==> config.mk <==
export PLATFORM = sky130hd
export DESIGN_NAME = ebr_bus_if
export DESIGN_NICKNAME = d
export VERILOG_FILES = /design/src/logic/ebr_pkg.sv /design/src/logic/ebr_area_decode.sv /design/src/logic/ebr_bus_if.sv
export SDC_FILE = /design/constraint.sdc
export NUM_CORES = 1
export LEC_CHECK = 0
export BUFFER_PORTS_ARGS = -buffer_cell sky130_fd_sc_hd__buf_2
export CORE_MARGIN = 5
export CORE_UTILIZATION = 25
export CTS_BUF_LIST = sky130_fd_sc_hd__clkbuf_8
export DETAILED_ROUTE_END_ITERATION = 8
export SETUP_SLACK_MARGIN = 0.02
export SLEW_MARGIN = 20
export SYNTH_ARGS = -nofsm -noshare
export SYNTH_HDL_FRONTEND = slang
export SYNTH_SLANG_ARGS = --single-unit
==> constraint.sdc <==
create_clock -name clk_i -period 2.1 [get_ports clk_i]
set_clock_uncertainty 0.2 [all_clocks]
set_input_delay 0 -clock clk_i [delete_from_list [all_inputs] [get_ports clk_i]]
set_output_delay 0 -clock clk_i [all_outputs]
set_load 0.02 [all_outputs]
==> src/logic/ebr_pkg.sv <==
/*
  Package for the external bus release interface: bus timing counts,
  pin-mode reset values and field layouts.
  Assumes a 100 MHz core clock; no registers are reached by software.
*/
package ebr_pkg;
  // ****************************************
  // Clocking and timing
  // ****************************************
  localparam int CLK_PERIOD_NS = 10;
  localparam int OSC_DIV = 4;
  localparam int OSC_HALF = OSC_DIV / 2;
  localparam int ALE_NS = 10;
  localparam int ALE_CYC = (ALE_NS + CLK_PERIOD_NS - 1) / CLK_PERIOD_NS;
  localparam int STROBE_NS = 20;
  localparam int STROBE_CYC = (STROBE_NS + CLK_PERIOD_NS - 1) / CLK_PERIOD_NS;
  localparam int CNT_W = 4;
  // ****************************************
  // Widths and areas
  // ****************************************
  localparam int ADDR_W = 24;
  localparam int DATA_W = 16;
  localparam int NUM_SEL = 3;
  localparam int SEL_PULLUP_IDX = 2;
  localparam logic [NUM_SEL-1:0] SEL_OFF = 3'h7;
  // Upper lane modes
  localparam logic UPPER_AD = 1'h0;
  localparam logic UPPER_ADDR = 1'h1;
  // Third port modes
  localparam logic PORT2_LOW = 1'h0;
  localparam logic PORT2_HIGH = 1'h1;

  typedef enum logic [2:0] {
    ST_IDLE,
    ST_ADDR,
    ST_STROBE,
    ST_END,
    ST_REL_WAIT,
    ST_RELEASED
  } ebr_state_e;
endpackage

==> src/logic/ebr_area_decode.sv <==
/*
  One address area comparator: a registered hit flag for one select.
  Assumes base and mask come from stable configuration inputs.
*/
`timescale 1ns/1ps
`default_nettype none
module ebr_area_decode
  import ebr_pkg::*;
#(
  parameter int AW = ADDR_W
) (
  input wire logic clk_i,
  input wire logic rst_n_i,
  input wire logic [AW-1:0] addr_i,
  input wire logic [AW-1:0] base_i,
  input wire logic [AW-1:0] mask_i,
  input wire logic enable_i,
  output logic hit_o
);
  wire logic match;
  assign match = enable_i && (((addr_i ^ base_i) & mask_i) == '0);

  always_ff @(posedge clk_i or negedge rst_n_i) begin
    if (!rst_n_i) begin
      hit_o <= 1'b0;
    end else begin
      hit_o <= match;
    end
  end
endmodule
`default_nettype wire

==> src/logic/ebr_bus_if.sv <==
/*
  External bus release interface: multiplexed address/data bus engine,
  area selects with DRAM column strobes, row strobe, bus release
  handshake and divided clock output.
  Assumes cpu request signals are on clk_i; pins from outside pass
  two flip-flops; bidirectional pins are split into in/out/enable.
*/
//
// Contract
// - Direction output high for read or dummy cycles, low for writes.
// - On request float bus pins, then assert bus grant.
// - While released, outside accesses to internal memory are ignored.
// - Area select low when address lies in its area, high otherwise.
// - In DRAM mode each select pin outputs a column strobe instead.
// - Row strobe pin drives row strobe for DRAM accesses.
// - Third select pin gets pull-up, not pull-down, while released.
// - Read strobe asserted while reading external memory.
// - Low write strobe asserted for lower byte lane writes.
// - High write strobe asserted for upper byte lane writes.
// - Lower lane muxes address/data 0-7; upper lane is AD or address.
// - Third port gives address 0-7 or 16-23 per configuration.
// - Clock output is oscillator over four, held high during reset.
// - Software can disconnect pull resistors from all bus pins.
// - After reset shared pins act as general port pins; code: only the AD lines, via port_out_i/port_oe_i, while bus_enable_i is low.
`timescale 1ns/1ps
`default_nettype none
module ebr_bus_if
  import ebr_pkg::*;
#(
  parameter int AW = ADDR_W,
  parameter int DW = DATA_W,
  parameter int NS = NUM_SEL
) (
  input wire logic clk_i,
  input wire logic rst_n_i,
  // Cpu side
  input wire logic req_i,
  input wire logic req_write_i,
  input wire logic req_dummy_i,
  input wire logic [1:0] req_lanes_i,
  input wire logic [AW-1:0] req_addr_i,
  input wire logic [DW-1:0] req_wdata_i,
  output logic req_done_o,
  output logic [DW-1:0] req_rdata_o,
  // Configuration
  input wire logic bus_enable_i,
  input wire logic upper_mode_i,
  input wire logic port2_mode_i,
  input wire logic [NS-1:0] dram_mode_i,
  input wire logic [NS-1:0] sel_enable_i,
  input wire logic [NS*AW-1:0] sel_base_i,
  input wire logic [NS*AW-1:0] sel_mask_i,
  input wire logic pull_enable_i,
  input wire logic [DW-1:0] port_out_i,
  input wire logic [DW-1:0] port_oe_i,
  input wire logic ext_internal_access_i,
  output logic ext_internal_ack_o,
  // Pins
  input wire logic [DW-1:0] mux_addr_data_lines_i,
  output logic [DW-1:0] mux_addr_data_lines_o,
  output logic [DW-1:0] mux_addr_data_lines_oe_o,
  output logic [7:0] address_lines_o,
  output logic address_lines_oe_o,
  output logic read_strobe_n_o,
  output logic low_byte_write_strobe_n_o,
  output logic high_byte_write_strobe_n_o,
  output logic read_write_o,
  output logic row_strobe_n_o,
  output logic [NS-1:0] area_select_n_o,
  output logic strobe_oe_o,
  output logic addr_latch_en_o,
  input wire logic wait_n_i,
  input wire logic bus_request_n_i,
  output logic bus_grant_n_o,
  output logic clk_out_o,
  output logic [NS-1:0] sel_pull_up_o,
  output logic [NS-1:0] sel_pull_down_o,
  output logic bus_pull_en_o
);
  // ****************************************
  // Pin synchronisers
  // ****************************************
  logic wait_s1_r, wait_s2_r, bus_request_n_s1_r, bus_request_n_s2_r;
  logic [DW-1:0] din_s1_r, din_s2_r;
  // Active-low pins idle high, so their chains reset high
  always_ff @(posedge clk_i or negedge rst_n_i) begin
    if (!rst_n_i) begin
      wait_s1_r <= 1'b1;
      wait_s2_r <= 1'b1;
      bus_request_n_s1_r <= 1'b1;
      bus_request_n_s2_r <= 1'b1;
      din_s1_r <= '0;
      din_s2_r <= '0;
    end else begin
      wait_s1_r <= wait_n_i;
      wait_s2_r <= wait_s1_r;
      bus_request_n_s1_r <= bus_request_n_i;
      bus_request_n_s2_r <= bus_request_n_s1_r;
      din_s1_r <= mux_addr_data_lines_i;
      din_s2_r <= din_s1_r;
    end
  end

  // ****************************************
  // Clock output divider
  // ****************************************
  // Two toggles per four clocks give a quarter-rate square wave
  logic [1:0] div_r;
  logic clk_out_r;
  always_ff @(posedge clk_i or negedge rst_n_i) begin
    if (!rst_n_i) begin
      div_r <= '0;
      clk_out_r <= 1'b1;
    end else begin
      div_r <= div_r + 2'h1;
      if (div_r == 2'(OSC_HALF - 1) || div_r == 2'(OSC_DIV - 1)) begin
        clk_out_r <= ~clk_out_r;
      end
    end
  end
  assign clk_out_o = clk_out_r;

  // ****************************************
  // Area decoders
  // ****************************************
  ebr_state_e st_r, st_nxt;
  logic [AW-1:0] addr_r;
  // Decode the incoming address while idle so selects are right at once
  wire logic [AW-1:0] dec_addr = (st_r == ST_IDLE) ? req_addr_i : addr_r;
  wire logic [NS-1:0] hit;
  genvar g;
  generate
    for (g = 0; g < NS; g++) begin : g_sel
      ebr_area_decode #(.AW(AW)) u_dec (
        .clk_i(clk_i),
        .rst_n_i(rst_n_i),
        .addr_i(dec_addr),
        .base_i(sel_base_i[g*AW +: AW]),
        .mask_i(sel_mask_i[g*AW +: AW]),
        .enable_i(sel_enable_i[g]),
        .hit_o(hit[g])
      );
    end
  endgenerate

  // ****************************************
  // Bus cycle engine
  // ****************************************
  logic [CNT_W-1:0] cnt_r;
  logic write_r, dummy_r;
  logic [1:0] lanes_r;
  logic [DW-1:0] wdata_r;
  wire logic released = (st_r == ST_RELEASED);
  wire logic bus_request_n = !bus_request_n_s2_r;
  wire logic waiting = !wait_s2_r;
  wire logic cnt_done = (cnt_r == '0);

  always_comb begin
    st_nxt = st_r;
    case (st_r)
      ST_IDLE: begin
        if (bus_request_n && bus_enable_i) begin
          st_nxt = ST_REL_WAIT;
        end else if (req_i && bus_enable_i) begin
          st_nxt = ST_ADDR;
        end
      end
      ST_ADDR: if (cnt_done) st_nxt = ST_STROBE;
      ST_STROBE: if (cnt_done && !waiting) st_nxt = ST_END;
      ST_END: st_nxt = ST_IDLE;
      ST_REL_WAIT: st_nxt = bus_request_n ? ST_RELEASED : ST_IDLE;
      ST_RELEASED: if (!bus_request_n) st_nxt = ST_IDLE;
      default: st_nxt = ST_IDLE;
    endcase
  end

  wire logic start = (st_r == ST_IDLE) && (st_nxt == ST_ADDR);
  always_ff @(posedge clk_i or negedge rst_n_i) begin
    if (!rst_n_i) begin
      st_r <= ST_IDLE;
      cnt_r <= '0;
      addr_r <= '0;
      write_r <= 1'b0;
      dummy_r <= 1'b0;
      lanes_r <= '0;
      wdata_r <= '0;
    end else begin
      st_r <= st_nxt;
      if (start) begin
        cnt_r <= CNT_W'(ALE_CYC);
        addr_r <= req_addr_i;
        write_r <= req_write_i;
        dummy_r <= req_dummy_i;
        lanes_r <= req_lanes_i;
        wdata_r <= req_wdata_i;
      end else if (st_r == ST_ADDR && cnt_done) begin
        cnt_r <= CNT_W'(STROBE_CYC);
      end else if (!cnt_done) begin
        cnt_r <= cnt_r - 1'b1;
      end
    end
  end

  // ****************************************
  // Pin drive decode
  // ****************************************
  wire logic in_addr = (st_r == ST_ADDR);
  wire logic in_strb = (st_r == ST_STROBE);
  wire logic active = in_addr || in_strb || (st_r == ST_END);
  wire logic is_read = !write_r && !dummy_r;
  wire logic bus_own = bus_enable_i && !released && (st_r != ST_REL_WAIT);
  wire logic rd_n = !(in_strb && is_read);
  wire logic wrl_n = !(in_strb && write_r && lanes_r[0]);
  wire logic wrh_n = !(in_strb && write_r && lanes_r[1]);
  wire logic rw = !(active && write_r);
  wire logic ras_n = !((in_strb || in_addr && !cnt_done) && |(hit & dram_mode_i));
  wire logic [NS-1:0] cs_n = ~(hit & ~dram_mode_i & {NS{active}});
  wire logic [NS-1:0] cas_n = ~(hit & dram_mode_i & {NS{in_strb}});
  wire logic [NS-1:0] sel_n = cs_n & cas_n;
  wire logic [7:0] lo_lane = (in_addr || !write_r) ? addr_r[7:0] : wdata_r[7:0];
  wire logic [7:0] hi_lane =
    (upper_mode_i == UPPER_ADDR || in_addr || !write_r) ? addr_r[15:8] : wdata_r[15:8];
  wire logic lo_oe = in_addr || (active && write_r);
  wire logic hi_oe = lo_oe || (upper_mode_i == UPPER_ADDR && active);
  wire logic [7:0] p2 = (port2_mode_i == PORT2_HIGH) ? addr_r[23:16] : addr_r[7:0];
  wire logic [DW-1:0] bus_dout = {hi_lane, lo_lane};
  wire logic [DW-1:0] bus_doe = {{8{hi_oe}}, {8{lo_oe}}};
  wire logic [DW-1:0] pins_dout = bus_enable_i ? bus_dout : port_out_i;
  wire logic [DW-1:0] pins_doe = bus_enable_i ? (bus_own ? bus_doe : '0) : port_oe_i;
  wire logic [NS-1:0] pu_idle = {NS{1'b1}} ^ (NS'(1) << SEL_PULLUP_IDX);
  wire logic [NS-1:0] pu = released ? SEL_OFF : pu_idle;

  // ****************************************
  // Latch pulse, read capture and grant
  // ****************************************
  // Pulse only while the address already stands on the lines
  wire logic ale_nxt = in_addr && !cnt_done;
  // Synced data lags two edges, so take it once the strobe has ended
  wire logic rdata_take = (st_r == ST_END) && is_read;
  // Grant follows the floated pins by one cycle
  wire logic grant_n_nxt = !released;

  // ****************************************
  // Pull resistors
  // ****************************************
  // Third select swaps its pull-down for a pull-up while released
  wire logic [NS-1:0] pull_up_nxt = pull_enable_i ? pu : '0;
  wire logic [NS-1:0] pull_dn_nxt = pull_enable_i ? ~pu : '0;

  // ****************************************
  // Registered outputs
  // ****************************************
  always_ff @(posedge clk_i or negedge rst_n_i) begin
    if (!rst_n_i) begin
      mux_addr_data_lines_o <= '0;
      mux_addr_data_lines_oe_o <= '0;
      address_lines_o <= '0;
      address_lines_oe_o <= 1'b0;
      read_strobe_n_o <= 1'b1;
      low_byte_write_strobe_n_o <= 1'b1;
      high_byte_write_strobe_n_o <= 1'b1;
      read_write_o <= 1'b1;
      row_strobe_n_o <= 1'b1;
      area_select_n_o <= SEL_OFF;
      strobe_oe_o <= 1'b0;
      addr_latch_en_o <= 1'b0;
      bus_grant_n_o <= 1'b1;
      req_done_o <= 1'b0;
      req_rdata_o <= '0;
      ext_internal_ack_o <= 1'b0;
      sel_pull_up_o <= '0;
      sel_pull_down_o <= '0;
      bus_pull_en_o <= 1'b0;
    end else begin
      mux_addr_data_lines_o <= pins_dout;
      mux_addr_data_lines_oe_o <= pins_doe;
      address_lines_o <= p2;
      address_lines_oe_o <= bus_own;
      read_strobe_n_o <= rd_n;
      low_byte_write_strobe_n_o <= wrl_n;
      high_byte_write_strobe_n_o <= wrh_n;
      read_write_o <= rw;
      row_strobe_n_o <= ras_n;
      area_select_n_o <= sel_n;
      strobe_oe_o <= bus_own;
      addr_latch_en_o <= ale_nxt;
      bus_grant_n_o <= grant_n_nxt;
      req_done_o <= (st_r == ST_END);
      if (rdata_take) begin
        req_rdata_o <= din_s2_r;
      end
      ext_internal_ack_o <= 1'b0 && ext_internal_access_i;
      sel_pull_up_o <= pull_up_nxt;
      sel_pull_down_o <= pull_dn_nxt;
      bus_pull_en_o <= pull_enable_i;
    end
  end
endmodule
`default_nettype wire

==> run summary <==
### Synth
• 769 — synthesized netlist cell count
• 10.7 um^2 — Post-Syn Area per Cell
• 164 — post-synthesis sequential element count
• 0 — Yosys warning count
• 49.9% — sequential cell area fraction in the yosys report
• 62 — synth unique cells
• 0 — EDFF count, synth
• 8260 um^2 — cell area after synthesis
• sky130_fd_sc_hd__dfrtp_1 — most frequently used flop master after synthesis
• 100% — async set-reset flop share out of synthesis

### Pwr
• 467 uV — worst-case vdd ir drop
• 54.8% — power share of the combinational group
• 6.51 mW — Sw Pwr
• 1090 nW/um^2 — power density over cell area
• 14.3% — power share of the clock group
• 9.45 mW — Internal Power
• 16.0 mW — post-route total power
• 30.9% — register share of total power
• 40.8% — switch share
• 6.78 nW — leakage power summed over all cells

### Critical path
• register — startpoint type of the worst setup path
• sky130_fd_sc_hd__buf_6 — most used cell along the critical path
• st_r[1] — FF-to-FF Start
• 0.49 ns — Largest stage delay, worst path
• simple AND/OR/NAND/NOR gates — largest delay contributor family on the critical path
• 8 — cells on worst reg2reg path
• -0.22 ns — r2r setup slk
• 6 — largest fanout on the critical path
• 2.31 ns — Crit path required time
• register to register — Crit Path Category
• 8 — Critical Path Stages
• g_sel[1].u_dec.hit_o — Worst Setup EP
• register — Worst setup EP type
• st_r[1] — worst setup path start
• 3 — Buffers & Inverters on Critical Path
• nor3_4, buf_6, buf_8, buf_6, nand2_4, and4_4, or4_4, nor4_4 — cell chain of the critical path
• sky130_fd_sc_hd__or4_4 — Critical-path top delay cell
• 2.54 ns — Arrival @ worst endpoint
• g_sel[1].u_dec.hit_o — capture point of the worst reg-to-reg path

### Detailed routing
• 5 — number of detailed-routing iterations run before antenna repair
• 0 — count of unresolved DRC violations after routing
• 22.0 um — routed length per placed instance
• 0 — remaining number of nets flagged by the antenna check after routing
• 4.69 — routed via count divided by cell count
• 41700 um — routed wire length
• 8893 — vias after detailed routing
• 519 — Initial DRC Count

### Timing
• 0.0715 ns — Worst Hold Margin
• 0.501 ns — slew at the pin closest to its max-slew limit
• 39 — number of endpoints failing setup at the final stage
• 0 — final hold viol count
• yes — setup repair after global routing missed its margin
• 66.6% — Max-slew headroom
• 430 MHz — top achievable clock speed
• 0 — final number of max-transition violations
• 111% — period utilization
• 2.32 ns — Period minus WS final
• -0.223 ns — Worst Setup Slack, final

### Placed design
• 30900 um — post-detail-place hpwl
• -0.248 ns — DP Worst Slack
• 0.950 — Placer Congestion
• 325 — number of port buffers

### Global route
• 9658 — vias in the first global route
• 3 — initial antenna violation count
• 59100 um — wire length of the first global-routing pass
• 0 — grt total ovfl
• 71 — pin count of the biggest net entering global routing
• 21.8% — combined global-route utilization of all metal layers

### Floorplan
• 330 — number of primary I/O pins
• 36800 um^2 — DIE AREA
• 192 um — x dimension of the die
• 66 — count of standard-cell rows
• 25.3% — starting density of the core
• 192 um — floorplan die height
• 32600 um^2 — Placeable Area

### Finish
• 76.9% — layout-stage area growth over the synthesis result
• sky130_fd_sc_hd__buf_2 — leading cell type in the layout, fill and taps excluded
• 1695 — Final Net Count
• 324 x sky130_fd_sc_hd__buf_2, 259 x sky130_fd_sc_hd__dlygate4sd3_1, 147 x sky130_fd_sc_hd__dfrtp_1, 69 x sky130_fd_sc_hd__nand2_1, 68 x sky130_fd_sc_hd__buf_4 — most frequent cells in the layout
• 40.4% — proportion of layout cells with a drive suffix above 1

### CTS
• 0.49 ns — clock network latency to the later pin of the worst-skew pair
• 164 — clock net sink count
• 4 — H-Tree Level Count
• 17 — total clock buffers created by CTS
• 2 — number of buffers between clock root and the deepest sink
• sky130_fd_sc_hd__clkbuf_8 — clock tree root driver cell
• done — CTS tree
• 0.11 ns — clk slew on worst S/H paths

### Flow run
• 0 — reported max-cap violation count

### Outcome
• finished with violations — result of the run
• setup timing — violated checks

### Hold path
• input port to register — type of the most critical hold path

[Yosys cell counts, drive strengths merged, types with 4 or more instances]
cell | n | area share (%)
mux2 | 68 | 9.3
a211oi | 5 | 0.52
buf | 20 | 1.8
a22oi | 11 | 1.0
xnor2 | 16 | 1.7
o21ai | 48 | 2.9
nand3b | 35 | 3.2
nand4 | 7 | 0.53
nor2 | 35 | 1.6
xor2 | 47 | 5.0
a22o | 4 | 0.42
inv | 32 | 1.5
nand3 | 18 | 1.1
clkbuf | 14 | 0.64
nor3b | 7 | 0.64
a221oi | 8 | 0.85
nor2b | 7 | 0.53
mux2i | 26 | 3.2
dfrtp | 150 | 45
o22ai | 16 | 1.2
nor3 | 11 | 0.80
a21oi | 34 | 2.1
a31oi | 10 | 0.76
o2111ai | 4 | 0.42
ha | 4 | 0.61
dfstp | 14 | 4.5
nand2 | 72 | 3.3
nor4 | 4 | 0.45
[worst min-delay path: stages]
cell,delay [ns]
sky130_fd_sc_hd__buf_2,0.11
sky130_fd_sc_hd__nand2_1,0.04
sky130_fd_sc_hd__o21ai_0,0.14
sky130_fd_sc_hd__a31oi_1,0.04
sky130_fd_sc_hd__a22o_1,0.22
sky130_fd_sc_hd__o2111ai_2,0.13
sky130_fd_sc_hd__nor4_4,0.06
[metal layers]
| layer | part of all wire [%] | GRT usage [%] | vias to the layer above |
|---|---|---|---|
| met2 | 49 | 37.1 | 371 |
| met3 | 6.6 | 5.00 | 74 |
| met4 | 3.0 | 8.12 | 6 |
| li1 | - | - | 4092 |
| met5 | 0.053 | 0 | - |
| met1 | 42 | 27.0 | 4350 |
[per-stage QoR]
step | cells | util (%) | TNS (ns) | cell area [um^2]
floorplan | 771 | - | -0.0782 | 8290
global route | 1894 | 44.8 | -5.36 | 14600
detailed placement | 1570 | 33.2 | -4.32 | 10800
global placement | 1570 | 33.2 | -3.11 | 10800
finish | 1895 | 44.8 | -3.92 | 14600
CTS | 1887 | 43.7 | -1.19 | 14300
[logic make-up after synthesis]
group / count (synthesis) / synth area share [%]
AND/OR/NAND/NOR: 213 / 13.8
AO/OA/AOI/OAI: 164 / 12.7
flip-flops: 164 / 49.9
multiplexers: 94 / 12.4
buffers and inverters: 66 / 3.85
XOR/XNOR: 63 / 6.68
adder cells (fa/ha/maj): 4 / 0.606
other: 1 / 0.0454
[final cells by class]
type | instances | area, um^2
clock buffer | 17 | 234
multi-input combinational | 542 | 4210
antenna | 1 | 2.50
clock inverter | 15 | 138
fill | 3060 | 18000
inverter | 32 | 120
timing repair buffer | 682 | 5230
tap | 442 | 553
sequential | 164 | 4130
[power groups by stage]
stage | Clock [mW] | Combinational [mW] | Sequential [mW]
final | 2.29 | 8.74 | 4.93
after global routing | 2.49 | 9.29 | 5.04
after CTS | 2.37 | 8.17 | 4.90
after detailed placement | 0 | 6.76 | 4.93
after global placement | 0 | 6.71 | 4.90
after floorplan | 0 | 3.27 | 5.33
[registers in the layout, indices dropped and copies added (netlist names), 4 cells and up]
signal	count
addr_r	24
address_lines_o	8
cnt_r	4
din_s1_r	16
din_s2_r	16
mux_addr_data_lines_o	16
mux_addr_data_lines_oe_o	16
req_rdata_o	16
wdata_r	16
[worst min-delay path by stage]
| stage | from | end | slack [ns] | cells after the start |
|---|---|---|---|---|
| global placement | rst_n_i | mux_addr_data_lines_oe_o[5] | -0.27 | 1 |
| global route | sel_base_i[29] | g_sel[1].u_dec.hit_o | 0.06 | 7 |
| CTS | sel_base_i[31] | g_sel[1].u_dec.hit_o | 0.002 | 6 |
| finish | sel_base_i[29] | g_sel[1].u_dec.hit_o | 0.07 | 7 |
| detailed placement | rst_n_i | mux_addr_data_lines_oe_o[5] | -0.27 | 1 |
| floorplan | rst_n_i | addr_latch_en_o | -0.50 | 0 |
[repair_timing]
action,in CTS,in global routing
cloned,2,3
hold buffers,260,0
gates resized for setup,58,72
pin swaps,20,15
buffers inserted,23,11
hold endpoints to repair,279,0
setup endpoints to repair,49,73
Power figures use the tool's default switching activity.
